### src/iicm_defs.svh
// iicm_defs.svh: register offsets, field positions, reset values, timing
// assumes a 200 MHz system clock and byte addresses on the register bus
// How it works
// - with the interface enabled and transmit selected, a data write starts the next byte.
// - with the interface enabled and receive selected, a data read starts the next byte.
// - as master the engine watches the real clock line and syncs on every bit.
// - a clock rise slower than 7.5, 17.5 or 37.5 cycles lengthens the high time.
// - busy written 1 with control 0 makes a start, both 0 make a stop.
// - the transfer flag sets at the ninth clock rise and the clock is held low until service.
`ifndef IICM_DEFS_SVH
`define IICM_DEFS_SVH
`define IICM_OFS_CTRL 4'h0
`define IICM_OFS_STAT 4'h4
`define IICM_OFS_DATA 4'h8
`define IICM_OFS_LINE 4'hc
`define IICM_CTRL_RST 8'h00
`define IICM_CB_ENABLE 7
`define IICM_CB_MASTER 5
`define IICM_CB_TX 4
`define IICM_CB_HALVE 3
`define IICM_CB_EXTEND 2
`define IICM_CB_NOACK 1
`define IICM_SB_BUSY 7
`define IICM_SB_IRQ 6
`define IICM_SB_SCP 5
`define IICM_SB_ACKB 0
`define IICM_TICK_NS 125
`define IICM_CLK_NS 5
`define IICM_TICK_CYC (`IICM_TICK_NS / `IICM_CLK_NS)
`define IICM_HALF_TICKS 20
`define IICM_ALLOW_BASE_X10 75
`define IICM_ALLOW_EXT_X10 175
`define IICM_ALLOW_DBL_X10 375
`define IICM_ALLOW_CYC(x) (((x) + 9) / 10)
`endif

### src/iicm_pkg.sv
// iicm_pkg.sv: types shared by the two-wire controller
// assumes nothing beyond a SystemVerilog compiler
`default_nettype none
package iicm_pkg;
  typedef enum logic [5:0] {
    ST_IDLE = 6'h01,
    ST_START = 6'h02,
    ST_WAIT = 6'h04,
    ST_LOW = 6'h08,
    ST_HIGH = 6'h10,
    ST_STOP = 6'h20
  } iicm_state_e;
endpackage : iicm_pkg
`default_nettype wire

### src/iicm_ctrl.sv
// iicm_ctrl.sv: two-wire bus master engine with its register file
// assumes open-drain lines with pull-ups and an avalon-mm master on clock_i
//
// Local design decisions: the Avalon-MM register port and the register offsets.
`include "iicm_defs.svh"
`default_nettype none
module iicm_ctrl
  import iicm_pkg::*;
#(
  parameter int HALF_TICKS = `IICM_HALF_TICKS
) (
  input wire logic clock_i,
  input wire logic rst_i,
  input wire logic [3:0] avs_address_i,
  input wire logic avs_read_i,
  input wire logic avs_write_i,
  input wire logic [31:0] avs_writedata_i,
  output logic [31:0] avs_readdata_o,
  output logic avs_waitrequest_o,
  input wire logic scl_i,
  output logic scl_o,
  output logic scl_oe_o,
  input wire logic sda_i,
  output logic sda_o,
  output logic sda_oe_o
);
  localparam int ALLOW_BASE = `IICM_ALLOW_CYC(`IICM_ALLOW_BASE_X10);
  localparam int ALLOW_EXT = `IICM_ALLOW_CYC(`IICM_ALLOW_EXT_X10);
  localparam int ALLOW_DBL = `IICM_ALLOW_CYC(`IICM_ALLOW_DBL_X10);

  logic scl_s;
  logic sda_s;
  logic tick;
  logic ack_r;
  logic acc;
  logic wr_acc;
  logic rd_acc;
  logic [7:0] ctrl_r;
  logic [7:0] data_r;
  logic [7:0] shift_r;
  logic [3:0] bit_r;
  logic [7:0] cnt_r;
  logic [7:0] rise_r;
  logic [7:0] allow;
  logic irq_r;
  logic ackb_r;
  logic busy_r;
  logic scl_seen_r;
  logic scl_d_r;
  logic sda_d_r;
  logic scl_drv_r;
  logic sda_drv_r;
  logic launch;
  logic start_req;
  logic stop_req;
  logic tx_mode;
  logic byte_end;
  logic ninth_rise;
  logic own_bus;
  iicm_state_e st_r;

  iicm_sync u_scl_sync (
    .clock_i(clock_i),
    .rst_i(rst_i),
    .pin_i(scl_i),
    .level_o(scl_s)
  );

  iicm_sync u_sda_sync (
    .clock_i(clock_i),
    .rst_i(rst_i),
    .pin_i(sda_i),
    .level_o(sda_s)
  );

  iicm_tick #(
    .DIV(`IICM_TICK_CYC)
  ) u_tick (
    .clock_i(clock_i),
    .rst_i(rst_i),
    .tick_o(tick)
  );

  function automatic logic hit(input logic [3:0] a, input logic [3:0] ofs);
    hit = (a == ofs);
  endfunction : hit

  // one wait cycle, then the access is taken
  assign avs_waitrequest_o = (avs_read_i | avs_write_i) & ~ack_r;
  assign acc = (avs_read_i | avs_write_i) & ack_r;
  assign wr_acc = acc & avs_write_i;
  assign rd_acc = acc & avs_read_i;

  always_ff @(posedge clock_i or posedge rst_i)
  begin
    if (rst_i)
      ack_r <= 1'b0;
    else
      ack_r <= (avs_read_i | avs_write_i) & ~ack_r;
  end

  always_ff @(posedge clock_i or posedge rst_i)
  begin
    if (rst_i)
      avs_readdata_o <= 32'h00000000;
    else if (avs_read_i & ~ack_r)
    begin
      if (hit(avs_address_i, `IICM_OFS_CTRL))
        avs_readdata_o <= {24'h000000, ctrl_r};
      else if (hit(avs_address_i, `IICM_OFS_STAT))
        avs_readdata_o <= {24'h000000, busy_r | own_bus, irq_r, 1'b1,
                           4'h0, ackb_r};
      else if (hit(avs_address_i, `IICM_OFS_DATA))
        avs_readdata_o <= {24'h000000, data_r};
      else if (hit(avs_address_i, `IICM_OFS_LINE))
        avs_readdata_o <= {30'h00000000, scl_s, sda_s};
      else
        avs_readdata_o <= 32'h00000000;
    end
  end

  always_ff @(posedge clock_i or posedge rst_i)
  begin
    if (rst_i)
      ctrl_r <= `IICM_CTRL_RST;
    else if (wr_acc & hit(avs_address_i, `IICM_OFS_CTRL))
      ctrl_r <= avs_writedata_i[7:0];
  end

  assign tx_mode = ctrl_r[`IICM_CB_TX];
  assign own_bus = (st_r != ST_IDLE);

  // direction comes from the control transmit bit; the access kind must match it
  assign launch = (st_r == ST_WAIT) & ctrl_r[`IICM_CB_ENABLE]
    & hit(avs_address_i, `IICM_OFS_DATA)
    & ((wr_acc & tx_mode)
    | (rd_acc & ~tx_mode));

  assign start_req = wr_acc & hit(avs_address_i, `IICM_OFS_STAT)
    & ctrl_r[`IICM_CB_ENABLE] & ctrl_r[`IICM_CB_MASTER]
    & avs_writedata_i[`IICM_SB_BUSY] & ~avs_writedata_i[`IICM_SB_SCP]
    & (((st_r == ST_IDLE) & ~busy_r) | (st_r == ST_WAIT));
  assign stop_req = wr_acc & hit(avs_address_i, `IICM_OFS_STAT)
    & ~avs_writedata_i[`IICM_SB_BUSY] & ~avs_writedata_i[`IICM_SB_SCP]
    & (st_r == ST_WAIT);

  // rise allowance picked by halving and rate extension
  always_comb
  begin
    if (ctrl_r[`IICM_CB_EXTEND] & ctrl_r[`IICM_CB_HALVE])
      allow = 8'(ALLOW_DBL);
    else if (ctrl_r[`IICM_CB_EXTEND])
      allow = 8'(ALLOW_EXT);
    else
      allow = 8'(ALLOW_BASE);
  end

  assign ninth_rise = (st_r == ST_HIGH) & scl_s & ~scl_seen_r
    & (bit_r == 4'h8);
  assign byte_end = (st_r == ST_HIGH) & scl_seen_r & tick
    & (cnt_r == 8'(HALF_TICKS - 1)) & (bit_r == 4'h8);

  // bus busy follows start and stop seen on the lines
  always_ff @(posedge clock_i or posedge rst_i)
  begin
    if (rst_i)
    begin
      scl_d_r <= 1'b1;
      sda_d_r <= 1'b1;
      busy_r <= 1'b0;
    end
    else
    begin
      scl_d_r <= scl_s;
      sda_d_r <= sda_s;
      if (scl_s & scl_d_r & sda_d_r & ~sda_s)
        busy_r <= 1'b1;
      else if (scl_s & scl_d_r & ~sda_d_r & sda_s)
        busy_r <= 1'b0;
    end
  end

  // set at the ninth rise wins over a clearing write
  always_ff @(posedge clock_i or posedge rst_i)
  begin
    if (rst_i)
      irq_r <= 1'b0;
    else if (ninth_rise)
      irq_r <= 1'b1;
    else if (wr_acc & hit(avs_address_i, `IICM_OFS_STAT)
             & ~avs_writedata_i[`IICM_SB_IRQ])
      irq_r <= 1'b0;
  end

  always_ff @(posedge clock_i or posedge rst_i)
  begin
    if (rst_i)
      ackb_r <= 1'b0;
    else if (ninth_rise & tx_mode)
      ackb_r <= sda_s;
  end

  always_ff @(posedge clock_i or posedge rst_i)
  begin
    if (rst_i)
      data_r <= 8'h00;
    else if (byte_end & ~tx_mode)
      data_r <= shift_r;
    else if (wr_acc & hit(avs_address_i, `IICM_OFS_DATA))
      data_r <= avs_writedata_i[7:0];
  end

  // clock rise timing: stall the high count past the allowance
  always_ff @(posedge clock_i or posedge rst_i)
  begin
    if (rst_i)
    begin
      rise_r <= 8'h00;
      scl_seen_r <= 1'b0;
    end
    else if (st_r != ST_HIGH)
    begin
      rise_r <= 8'h00;
      scl_seen_r <= 1'b0;
    end
    else
    begin
      if (scl_s)
        scl_seen_r <= 1'b1;
      else if (rise_r != 8'hff)
        rise_r <= rise_r + 8'h01;
    end
  end

  always_ff @(posedge clock_i or posedge rst_i)
  begin
    if (rst_i)
    begin
      st_r <= ST_IDLE;
      cnt_r <= 8'h00;
      bit_r <= 4'h0;
      shift_r <= 8'h00;
      scl_drv_r <= 1'b0;
      sda_drv_r <= 1'b0;
    end
    else
    begin
      case (st_r)
        ST_IDLE:
        begin
          scl_drv_r <= 1'b0;
          sda_drv_r <= 1'b0;
          cnt_r <= 8'h00;
          if (start_req)
          begin
            sda_drv_r <= 1'b1;
            st_r <= ST_START;
          end
        end
        ST_START:
        begin
          if (~sda_drv_r)
          begin
            // repeated start: release both, then drop data under high clock
            if (tick)
              cnt_r <= cnt_r + 8'h01;
            if (cnt_r >= 8'(HALF_TICKS))
              scl_drv_r <= 1'b0;
            if (~scl_drv_r & scl_s)
            begin
              sda_drv_r <= 1'b1;
              cnt_r <= 8'h00;
            end
          end
          else if (tick)
          begin
            if (cnt_r == 8'(HALF_TICKS - 1))
            begin
              scl_drv_r <= 1'b1;
              cnt_r <= 8'h00;
              st_r <= ST_WAIT;
            end
            else
              cnt_r <= cnt_r + 8'h01;
          end
        end
        ST_WAIT:
        begin
          scl_drv_r <= 1'b1;
          cnt_r <= 8'h00;
          if (launch)
          begin
            bit_r <= 4'h0;
            shift_r <= tx_mode ? avs_writedata_i[7:0] : 8'h00;
            st_r <= ST_LOW;
          end
          else if (stop_req)
          begin
            sda_drv_r <= 1'b1;
            st_r <= ST_STOP;
          end
          else if (start_req)
          begin
            sda_drv_r <= 1'b0;
            st_r <= ST_START;
          end
        end
        ST_LOW:
        begin
          if (tick)
          begin
            if (cnt_r == 8'h00)
            begin
              if (bit_r == 4'h8)
                sda_drv_r <= ~tx_mode & ~ctrl_r[`IICM_CB_NOACK];
              else
                sda_drv_r <= tx_mode & ~shift_r[7];
            end
            if (cnt_r == 8'(HALF_TICKS - 1))
            begin
              scl_drv_r <= 1'b0;
              cnt_r <= 8'h00;
              st_r <= ST_HIGH;
            end
            else
              cnt_r <= cnt_r + 8'h01;
          end
        end
        ST_HIGH:
        begin
          if (scl_s & ~scl_seen_r & (bit_r != 4'h8))
            shift_r <= tx_mode ? shift_r : {shift_r[6:0], sda_s};
          // slow rise: hold the count so the high time grows
          if (tick & (scl_seen_r | (rise_r < allow)))
          begin
            if (cnt_r < 8'(HALF_TICKS - 1))
              cnt_r <= cnt_r + 8'h01;
            else if (scl_seen_r)
            begin
              scl_drv_r <= 1'b1;
              cnt_r <= 8'h00;
              if (bit_r == 4'h8)
                st_r <= ST_WAIT;
              else
              begin
                bit_r <= bit_r + 4'h1;
                shift_r <= tx_mode ? {shift_r[6:0], 1'b1} : shift_r;
                st_r <= ST_LOW;
              end
            end
          end
        end
        ST_STOP:
        begin
          if (tick)
            cnt_r <= cnt_r + 8'h01;
          if (cnt_r >= 8'(HALF_TICKS))
            scl_drv_r <= 1'b0;
          if (~scl_drv_r & scl_s & (cnt_r >= 8'(2 * HALF_TICKS)))
          begin
            sda_drv_r <= 1'b0;
            st_r <= ST_IDLE;
          end
        end
        default:
          st_r <= ST_IDLE;
      endcase
    end
  end

  assign scl_o = 1'b0;
  assign sda_o = 1'b0;
  assign scl_oe_o = scl_drv_r;
  assign sda_oe_o = sda_drv_r;
endmodule : iicm_ctrl
`default_nettype wire

### src/iicm_sync.sv
// iicm_sync.sv: pin synchroniser with a match filter
// assumes an asynchronous pin level on pin_i
`default_nettype none
module iicm_sync (
  input wire logic clock_i,
  input wire logic rst_i,
  input wire logic pin_i,
  output logic level_o
);
  logic s1_r;
  logic s2_r;
  logic s3_r;
  always_ff @(posedge clock_i or posedge rst_i)
  begin
    if (rst_i)
    begin
      s1_r <= 1'b1;
      s2_r <= 1'b1;
      s3_r <= 1'b1;
    end
    else
    begin
      s1_r <= pin_i;
      s2_r <= s1_r;
      s3_r <= s2_r;
    end
  end
  // level moves only when two samples agree
  always_ff @(posedge clock_i or posedge rst_i)
  begin
    if (rst_i)
      level_o <= 1'b1;
    else if (s2_r == s3_r)
      level_o <= s3_r;
  end
endmodule : iicm_sync
`default_nettype wire

### src/iicm_tick.sv
// iicm_tick.sv: divider giving a one-cycle enable pulse
// assumes DIV of at least 2
`default_nettype none
module iicm_tick #(
  parameter int DIV = 25
) (
  input wire logic clock_i,
  input wire logic rst_i,
  output logic tick_o
);
  logic [15:0] cnt_r;
  always_ff @(posedge clock_i or posedge rst_i)
  begin
    if (rst_i)
    begin
      cnt_r <= 16'h0000;
      tick_o <= 1'b0;
    end
    else if (cnt_r == 16'(DIV - 1))
    begin
      cnt_r <= 16'h0000;
      tick_o <= 1'b1;
    end
    else
    begin
      cnt_r <= cnt_r + 16'h0001;
      tick_o <= 1'b0;
    end
  end
endmodule : iicm_tick
`default_nettype wire

### config.mk
export PLATFORM = sky130hd
export DESIGN_NAME = iicm_ctrl
export DESIGN_NICKNAME = d
export VERILOG_FILES = /design/src/iicm_pkg.sv /design/src/iicm_ctrl.sv /design/src/iicm_sync.sv /design/src/iicm_tick.sv
export VERILOG_INCLUDE_DIRS = /design/src
export SDC_FILE = /design/constraint.sdc
export NUM_CORES = 1
export LEC_CHECK = 0
export ABC_CLOCK_PERIOD_IN_PS = 4690
export BUFFER_PORTS_ARGS = -buffer_cell sky130_fd_sc_hd__buf_4
export CAP_MARGIN = 20
export CORE_UTILIZATION = 45
export DETAILED_ROUTE_END_ITERATION = 10
export GPL_TIMING_DRIVEN = 0
export PLACE_DENSITY = 0.75
export REMOVE_ABC_BUFFERS = 1
export SETUP_SLACK_MARGIN = 0.02
export SLEW_MARGIN = 20
export SYNTH_ARGS = -nofsm -noshare
export SYNTH_HDL_FRONTEND = slang
export SYNTH_SLANG_ARGS = --single-unit
### constraint.sdc
create_clock -name clock_i -period 4.69 [get_ports clock_i]
set_input_delay 0 -clock clock_i [delete_from_list [all_inputs] [get_ports clock_i]]
set_output_delay 0 -clock clock_i [all_outputs]
set_load 0.02 [all_outputs]
==> Word level (Yosys, flattened, before mapping) <==
Cells that the tools add are included.
{ "totals": {"ff_bits": 116, "latch_bits": 0, "mem_bits_rw": 0, "rom_bits": 0, "input_bits": 42, "output_inout_bits": 37, "word_cells": 232, "mem_count": 0} }
{ "op_classes": {"add_sub_neg": 4, "mul": 0, "div_mod_pow": 0, "order_cmp": 4, "eq_ne": 37, "shift": 0, "n_mux": 79, "bitwise": 62, "reduce_logical": 19} }
{ "ops": {"columns": ["cell", "count"], "rows": [
  ["two-way mux 8 bit", 25],
  ["two-way mux 6 bit", 13],
  ["bitwise AND 1 bit", 45],
  ["one-hot mux 8 bit (5 select lines)", 1],
  ["one-hot mux 6 bit (6 select lines)", 1],
  ["two-way mux 1 bit", 26],
  ["two-way mux 4 bit", 6],
  ["!= test 2 bit, second input constant", 11],
  ["adder 16 x 1 -> 16 bit, second input constant", 1],
  ["adder 8 x 1 -> 8 bit, second input constant", 2],
  ["equality test 16 x 5 -> 1 bit, second input constant", 1],
  ["two-way mux 16 bit", 1],
  ["one-hot mux 8 bit (2 select lines)", 1],
  ["equality test 4 bit, second input constant", 3],
  ["!= test 6 x 5 -> 1 bit, second input constant", 2],
  ["inverter 1 bit", 12],
  ["AND reduction 6 bit", 2],
  ["nonzero test 2 bit", 6],
  ["nonzero test 5 bit", 2],
  ["AND reduction 9 bit", 1],
  ["equality test 8 x 5 -> 1 bit, second input constant", 1],
  [">= comparator 8 x 5 -> 1 bit, second input constant", 1],
  [">= comparator 8 x 6 -> 1 bit, second input constant", 1],
  ["zero test 8 bit", 1],
  ["other kinds (29)", 39]
]} }

==> Depth between registers and ports, before layout <==
Gate-level depths: netlist of run 1.
{ "logic_depth": {"depth_word": 13, "mapped_depth": 9, "ltp_nobuf": 8} }

==> Hierarchy <==
A second synthesis of run 1 with hierarchy kept.
{ "hier_totals": {"hier_cells": 524, "hier_area_um2": 5076.1} }
{ "by_module_without_submodules": {"columns": ["mod", "n_inst", "cells_per_inst", "area_per_inst_um2", "seq_area_each_um2"], "rows": [
  ["iicm_ctrl", 1, 442, 4062.6, 1680.4],
  ["iicm_tick", 1, 70, 773.2, 425.4],
  ["iicm_sync", 2, 6, 120.1, 105.1]
]} }

==> Least setup slack after synthesis of run 1 <==
Ideal clock, no wire load.
{ "synth_timing": {"path_kind": "register to register", "start": "reg u_scl_sync.level_o (netlist name)", "end": "reg bit_r[0]", "setup_time_ns": 0.125, "t_arrival_ns": 1.990, "required_time_ns": 4.565, "setup_slack_ns": 2.576, "path_stages_with_launch": 7, "path_buffers": 1, "period_less_slack_ns": 2.114, "cell_sequence": "dfstp_2 clkbuf_1 inv_1 o41ai_1 nand3_1 o21bai_1 mux2_2"} }
{ "synth_lines": {"columns": ["item", "line", "text"], "rows": [
  ["to (signal assigned)", "iicm_ctrl.sv:346", "bit_r <= bit_r + 4'h1;"],
  ["to (decl)", "iicm_ctrl.sv:41", "logic [3:0] bit_r;"]
]} }

==> Worst setup path after layout of run 1 <==
{ "layout_timing": {"start": "reg st_r[1]", "end": "reg shift_r[2]"} }
{ "layout_between": {"elab_chain_len": 6, "word_cells_on_any_way": 10, "classes_between": "4 x eq/ne; 1 x mux; 3 x bitwise; 2 x reduce/logical"} }
{ "layout_rtl": {"columns": ["item", "line", "text"], "rows": [
  ["from (decl)", "iicm_ctrl.sv:60", "iicm_state_e st_r;"],
  ["from (signal assigned)", "iicm_ctrl.sv:239", "st_r <= ST_IDLE;"],
  ["from (signal assigned)", "iicm_ctrl.sv:257", "st_r <= ST_START;"],
  ["from (signal assigned)", "iicm_ctrl.sv:281", "st_r <= ST_WAIT;"],
  ["equality test 6 x 3 -> 1 bit", "iicm_ctrl.sv:134, iicm_ctrl.sv:248", null],
  ["bitwise AND 1 bit (3 in a row)", "iicm_ctrl.sv:134", "assign launch = (st_r == ST_WAIT) & ctrl_r[`IICM_CB_ENABLE]"],
  ["!= test 2 bit (no line)", null, null],
  ["AND reduction 3 bit (no line)", null, null],
  ["to (signal assigned)", "iicm_ctrl.sv:294", "shift_r <= tx_mode ? avs_writedata_i[7:0] : 8'h00;"],
  ["to (signal assigned)", "iicm_ctrl.sv:332", "shift_r <= tx_mode ? shift_r : {shift_r[6:0], sda_s};"],
  ["to (signal assigned)", "iicm_ctrl.sv:347", "shift_r <= tx_mode ? {shift_r[6:0], 1'b1} : shift_r;"],
  ["to (decl)", "iicm_ctrl.sv:40", "logic [7:0] shift_r;"]
]} }
Parallel ways exist; a longest one is shown, timed or not.
A chain may end at the register's enable or synchronous reset.

==> impl_metrics.env, run 1 <==
export IMPL_status="finished clean"
export IMPL_fillCellCount=1012
export IMPL_pin_count=79
export IMPL_hpwl_microns=7904
export IMPL_gr_total_overflow=0
export IMPL_min_path_type="input pin to register"
export IMPL_finalSetupViolCount=0
export IMPL_clk_latency_ps=340
export IMPL_grt_pass1_vias=3918
export IMPL_drv_cap=0
export IMPL_slew_violations=0
export IMPL_r2r_cells=5
export IMPL_hold_viol=0
export IMPL_yosys_area_share_adder_pct=3.009
export IMPL_htreeDepth=3
export IMPL_cts_buffers=9
export IMPL_final_cell_mix="81 x dfrtp_1, 43 x nand2_1, 43 x nor2_1, 28 x buf_4, 27 x o21ai_0"
export IMPL_yosys_area_share_xor_xnor_pct=4.514
export IMPL_criticalPathCategory="register to register"
export IMPL_setup_worst_path_end_class="register"
export IMPL_design_die_area_sq_um=12080
export IMPL_dp_cells=678
export IMPL_seqCellArea_sq_um=2316
export IMPL_ctsHoldBuffers=15
export IMPL_rows=39
export IMPL_finalClockSkew_ps=7.060
export IMPL_setup_tns_ps=0
export IMPL_cts_tree="done"
export IMPL_yosysWarningCount=0
export IMPL_required_ps=4920
export IMPL_numPortBuffers=28
export IMPL_yosys_mux_area_fraction_pct=6.281
export IMPL_power_leakage_nw=2.622
export IMPL_startpoint_type="register"
export IMPL_vias_per_cell=5.852
export IMPL_initial_core_util_pct=46.08
export IMPL_syn_instance_count=526
export IMPL_multi_input_area_sq_um=2673
export IMPL_routed_wl_microns=11650
export IMPL_synthArstFlopShare_pct=100.0
export IMPL_grt_start_max_net_pins=54
export IMPL_ys_seq_elements=92
export IMPL_whs_path_depth=3
export IMPL_tightestPinTransition_ps=936.3
export IMPL_vias=4149
export IMPL_syn_to_final_growth_pct=13.45
export IMPL_post_cts_resized=0
export IMPL_final_cell_area_sq_um=5943
export IMPL_post_route_min_period_ps=2872
export IMPL_synth_main_ff_cell="dfrtp_1"
export IMPL_synth_simple_area_share_pct=20.18
export IMPL_nets=614
export IMPL_synth_edf_count=0
export IMPL_syn_area_sq_um=5239
export IMPL_maxSlewHeadroom_pct=37.46
export IMPL_ir_drop_mv=0.2087
export IMPL_fp_dieW_microns=109.9
export IMPL_ant_nets=0
export IMPL_num_antenna_cells=0
export IMPL_path_clk_slew_ps=70
export IMPL_antenna_found_initial=0
export IMPL_rsz0062_at_grt="no"
export IMPL_cts_buffer_depth=2
export IMPL_track_usage_pct=20.14
export IMPL_finalCritPeriodShare_pct=61.24
export IMPL_clock_sinks=92
export IMPL_synth_compound_area_share_pct=15.17
export IMPL_power_density_nw_per_um2=349.0
export IMPL_synth_top_family_by_area="simple AND/OR/NAND/NOR gates"
export IMPL_grt_pass1_wl_microns=19010
export IMPL_syn_avg_cell_area_sq_um=9.960
export IMPL_drt_iter0_markers=321
export IMPL_post_cts_setup_buffer_count=0
export IMPL_fmax_ghz=0.3482
export IMPL_firstDrtPassIters=5
export IMPL_placedInstanceArea_sq_um=5464
export IMPL_cp_arrival_ps=3100
export IMPL_place_gp_congestion=0.8796
export IMPL_ys_types=77
export IMPL_drive_above_1_share_pct=14.84
export IMPL_core_sq_um=11370
export IMPL_holdWs_ps=34.68
export IMPL_avgRoutedWirePerCell_microns=16.44
export IMPL_ys_seq_area_share_pct=44.21
export IMPL_instances_no_fill=709
export IMPL_ctsRootBufferMaster="clkbuf_16"
export IMPL_fp_dieH_microns=109.9
export IMPL_cp_max_fo=22
export IMPL_drt_drc_violations_left=0
export IMPL_final_common_cell="dfrtp_1"
==> cell usage after synthesis, types with 4 or more instances <==
library cell / instances / area (sq um)
a211oi_1: 4 / 30.03
a21oi_1: 14 / 70.07
a31oi_1: 5 / 31.28
a32oi_1: 8 / 70.07
and3_1: 9 / 56.30
buf_2: 5 / 25.02
buf_4: 28 / 210.2
clkbuf_1: 9 / 33.78
dfrtp_1: 81 / 2027
dfstp_2: 11 / 289.0
ha_1: 11 / 137.6
inv_1: 15 / 56.30
mux2_2: 12 / 135.1
mux2i_1: 16 / 160.2
nand2_1: 43 / 161.4
nand2b_1: 7 / 43.79
nand3_1: 21 / 105.1
nand4_1: 15 / 93.84
nor2_1: 43 / 161.4
nor2b_1: 4 / 25.02
nor3_1: 4 / 20.02
nor4_1: 5 / 31.28
o21ai_0: 27 / 135.1
o21ai_1: 12 / 60.06
o2bb2ai_1: 8 / 70.07
o31ai_1: 4 / 30.03
or3_1: 4 / 25.02
xnor2_1: 10 / 87.58
xor2_1: 17 / 148.9
==> registers in the layout (all words and copies together) (netlist names), 4 cells and up <==
signal and cells:
u_tick.cnt_r 16, st_r 6, bit_r 4, shift_r 8, data_r 8, avs_readdata_o 8, ctrl_r 8, cnt_r 8
rise_r 8
==> worst paths after layout <==
path / slack (ps) / from / endpoint
setup reg to reg: 1820 / st_r[1] / shift_r[2]
max in group asynchronous: 3730 / rst_i / st_r[0]
min in group asynchronous: 280 / rst_i / u_tick.cnt_r[13]
setup / recovery: 1820 / st_r[1] / shift_r[2]
hold reg to reg: 360 / u_sda_sync.s1_r / u_sda_sync.s2_r
hold / removal: 30 / avs_address_i[0] / avs_readdata_o[7]
==> worst max-delay path, cell delays in order, from the launching register on <==
cell and delay [ps]:
dfrtp_1 490, nor4_2 450, nand3_1 750, nor2_1 670
a32oi_1 110, o2bb2ai_1 290
==> metrics by stage <==
stage                     worst slack, ps  util (%)  total power [mW]
after global routing                 1590     52.27             2.169
after global placement               1287     47.79             1.263
after floorplan                      2316         -             1.168
after detailed placement             2008     48.06             1.281
after CTS                            1972     52.27             2.082
final                                1818     52.27             2.074
==> power breakdown <==
group	switching [mW]	leakage, nW	internal [mW]
registers	0.0582	1.18	0.851
logic	0.218	1.28	0.155
clock network	0.307	0.160	0.485
total	0.583	2.62	1.49
==> cell families after synthesis <==
logic type               Yosys count
AND/OR/NAND/NOR                  190
buffers and inverters             60
flip-flops                        92
AO/OA/AOI/OAI                    113
multiplexers                      30
adder cells (fa/ha/maj)           13
XOR/XNOR                          27
other                              1
==> area by class of cell <==
cell class | instances | share of cell area [%]
Multi-Input combinational cell | 399 | 44.97
Sequential cell | 92 | 38.97
Timing Repair Buffer | 44 | 6.526
Clock buffer | 11 | 4.084
Tap cell | 143 | 3.011
Clock inverter | 5 | 1.453
Inverter | 15 | 0.9895
==> layer usage <==
metal	global-route usage (%)	vias to the layer above	wire length (microns)
met5	0	-	0
met4	7.048	0	212
met3	4.624	25	638
met2	31.34	146	5660
met1	27.43	2044	5143
li1	-	1934	-
(Power assumes the default switching activity.)
==> inputs of run 2 (changes only) <==
--- a/config.mk
+++ b/config.mk
@@ -6,13 +6,13 @@
 export SDC_FILE = /design/constraint.sdc
 export NUM_CORES = 1
 export LEC_CHECK = 0
-export ABC_CLOCK_PERIOD_IN_PS = 4690
+export ABC_CLOCK_PERIOD_IN_PS = 2400
 export BUFFER_PORTS_ARGS = -buffer_cell sky130_fd_sc_hd__buf_4
 export CAP_MARGIN = 20
 export CORE_UTILIZATION = 45
 export DETAILED_ROUTE_END_ITERATION = 10
 export GPL_TIMING_DRIVEN = 0
-export PLACE_DENSITY = 0.75
+export PLACE_DENSITY = 0.78
 export REMOVE_ABC_BUFFERS = 1
 export SETUP_SLACK_MARGIN = 0.02
 export SLEW_MARGIN = 20
==> constraint.sdc (replaced) <==
create_clock -name clock_i -period 2.4 [get_ports clock_i]
set_input_delay 0 -clock clock_i [delete_from_list [all_inputs] [get_ports clock_i]]
set_output_delay 0 -clock clock_i [all_outputs]
set_load 0.02 [all_outputs]
==> run 2 against run 1 <==
Sequential share of layout area is 1.8 points lower. Global-route usage is 1.0 points higher. Via count is 2.8% higher. First-iteration DRC count is 17% higher. Clock skew is 1.7 ps higher. Fmax is 25% higher. Register-to-register slack worse by 1700 ps. Combinational power is 140% higher. Utilization is 2.8 points higher. Sequential power is 96% higher. Design area is 5.3% higher. Critical path type unchanged. Critical endpoint is now cnt_r[7].
==> impl_metrics.env, run 2 (same netlist as run 1, synthesis figures left out) <==
export IMPL_power_density_nw_per_um2=656.6
export IMPL_slew_violations=0
export IMPL_min_path_type="input pin to register"
export IMPL_required_ps=2680
export IMPL_antenna_found_initial=0
export IMPL_worst_path_max_delay_cell="or4_4"
export IMPL_pin_count=79
export IMPL_cp_arrival_ps=2580
export IMPL_ctsRootBufferMaster="clkbuf_16"
export IMPL_criticalPathCategory="register to register"
export IMPL_hpwl_microns=7995
export IMPL_htreeDepth=3
export IMPL_status="finished clean"
export IMPL_ir_drop_mv=0.6678
export IMPL_wl_met1_microns=5049
export IMPL_syn_to_final_growth_pct=19.46
export IMPL_instances_no_fill=730
export IMPL_fp_dieH_microns=109.9
export IMPL_numPortBuffers=28
export IMPL_vias=4266
export IMPL_place_gp_congestion=0.8784
export IMPL_met2WireLength_microns=6148
export IMPL_setup_tns_ps=0
export IMPL_drt_iter0_markers=376
export IMPL_topRoutingLayerUsed="met4"
export IMPL_rsz0062_at_grt="yes"
export IMPL_final_cell_mix="73 x dfrtp_1, 47 x buf_4, 42 x nand2_1, 39 x nor2_1, 27 x o21ai_0"
export IMPL_hold_viol=0
export IMPL_startpoint_type="register"
export IMPL_setup_worst_path_end_class="register"
export IMPL_fp_dieW_microns=109.9
export IMPL_finalClockSkew_ps=8.725
export IMPL_path_buf_inv=0
export IMPL_grt_start_max_net_pins=53
export IMPL_grt_pass1_wl_microns=19560
export IMPL_track_usage_pct=21.18
export IMPL_drv_cap=0
export IMPL_drive_above_1_share_pct=22.15
export IMPL_crit_path_cell_trace="or4_4, or2_1, nand4_2, a41oi_4, or4_1, nand3_1"
export IMPL_cts_buffer_depth=2
export IMPL_tightestPinTransition_ps=734.2
export IMPL_placedInstanceArea_sq_um=5464
export IMPL_path_clk_slew_ps=70
export IMPL_crit_family="simple AND/OR/NAND/NOR gates"
export IMPL_cts_tree="done"
export IMPL_num_antenna_cells=0
export IMPL_vias_per_cell=5.844
export IMPL_drt_drc_violations_left=0
export IMPL_finalCritPeriodShare_pct=95.74
export IMPL_clk_latency_ps=350
export IMPL_avgRoutedWirePerCell_microns=16.73
export IMPL_cp_max_fo=7
export IMPL_maxSlewHeadroom_pct=50.79
export IMPL_ant_nets=0
export IMPL_clock_sinks=92
export IMPL_fin_ws_ps=102.3
export IMPL_dp_cells=678
export IMPL_finalSetupViolCount=0
export IMPL_rows=39
export IMPL_fmax_ghz=0.4352
export IMPL_met3_length_microns=801
export IMPL_largest_reg_flops=16
export IMPL_firstDrtPassIters=5
export IMPL_initial_core_util_pct=46.08
export IMPL_nets=635
export IMPL_final_cell_area_sq_um=6259
export IMPL_gr_total_overflow=0
export IMPL_final_common_cell="dfrtp_1"
export IMPL_top_register="u_tick.cnt_r"
export IMPL_post_route_min_period_ps=2298
export IMPL_design_die_area_sq_um=12080
export IMPL_core_sq_um=11370
export IMPL_grt_pass1_vias=4126
export IMPL_place_ws_ps=-289.7
export IMPL_routed_wl_microns=12210
export IMPL_power_leakage_nw=2.720
export IMPL_critPathMaxStageDelay_ps=610
export IMPL_cts_buffers=9
## run 2: stage by stage
| step | util [%] | power, mW | hold WS [ps] |
|---|---|---|---|
| 2_1_floorplan | - | 2.283 | 4.478 |
| 3_3_place_gp | 47.79 | 2.457 | 108.9 |
| 3_5_place_dp | 48.06 | 2.497 | 86.05 |
| 4_1_cts | 53.43 | 4.019 | 14.61 |
| 5_1_grt | 55.05 | 4.299 | 26.58 |
| 6_report | 55.05 | 4.109 | 24.39 |
## run 2: final timing paths
path | startpoint | to | slack [ps] | depth (start not counted)
min in group asynchronous | rst_i | u_tick.cnt_r[8] | 260 | 3
worst min-delay path | avs_address_i[1] | avs_readdata_o[6] | 20 | 3
worst max register to register | st_r[2] | cnt_r[7] | 100 | 6
worst max-delay path | st_r[2] | cnt_r[7] | 100 | 6
worst min register to register | u_scl_sync.s1_r | u_scl_sync.s2_r | 360 | 0
max in group asynchronous | rst_i | u_sda_sync.level_o | 1470 | 4
## run 2: power breakdown
| part | internal, mW | leakage, nW | switching (mW) |
|---|---|---|---|
| combinational | 0.424 | 1.42 | 0.475 |
| clock | 0.808 | 0.139 | 0.621 |
| sequential | 1.66 | 1.16 | 0.117 |
| total | 2.90 | 2.72 | 1.21 |
## run 2: worst register-to-register path, stage by stage (launching register included)
cell	delay, ps
dfrtp_2	470
or4_4	610
or2_1	260
nand4_2	150
a41oi_4	80
or4_1	550
nand3_1	110
## run 2: layer usage
| layer | vias to the layer above | track usage (%) |
|---|---|---|
| met3 | 28 | 6.402 |
| met5 | - | 0 |
| met4 | 0 | 7.238 |
| met2 | 187 | 35.71 |
| met1 | 2066 | 25.61 |
| li1 | 1985 | - |
## run 2: repair_timing
item / 4_1_cts / 5_1_grt
endpoints found under the hold margin: 58 / 0
gates cloned: 0 / 0
pin swaps: 2 / 5
endpoints found under the setup margin: 27 / 19
resized for setup: 19 / 18
buffers inserted: 5 / 16
hold buffers: 15 / 0
## run 2: final cells by class
type	count	area, sq um
clock inverter	6	63.81
sequential	92	2326
timing repair buffer	65	561.8
fill	957	5111
tap	143	178.9
multi-input combinational	399	2840
clock buffer	10	229.0
inverter	15	58.81
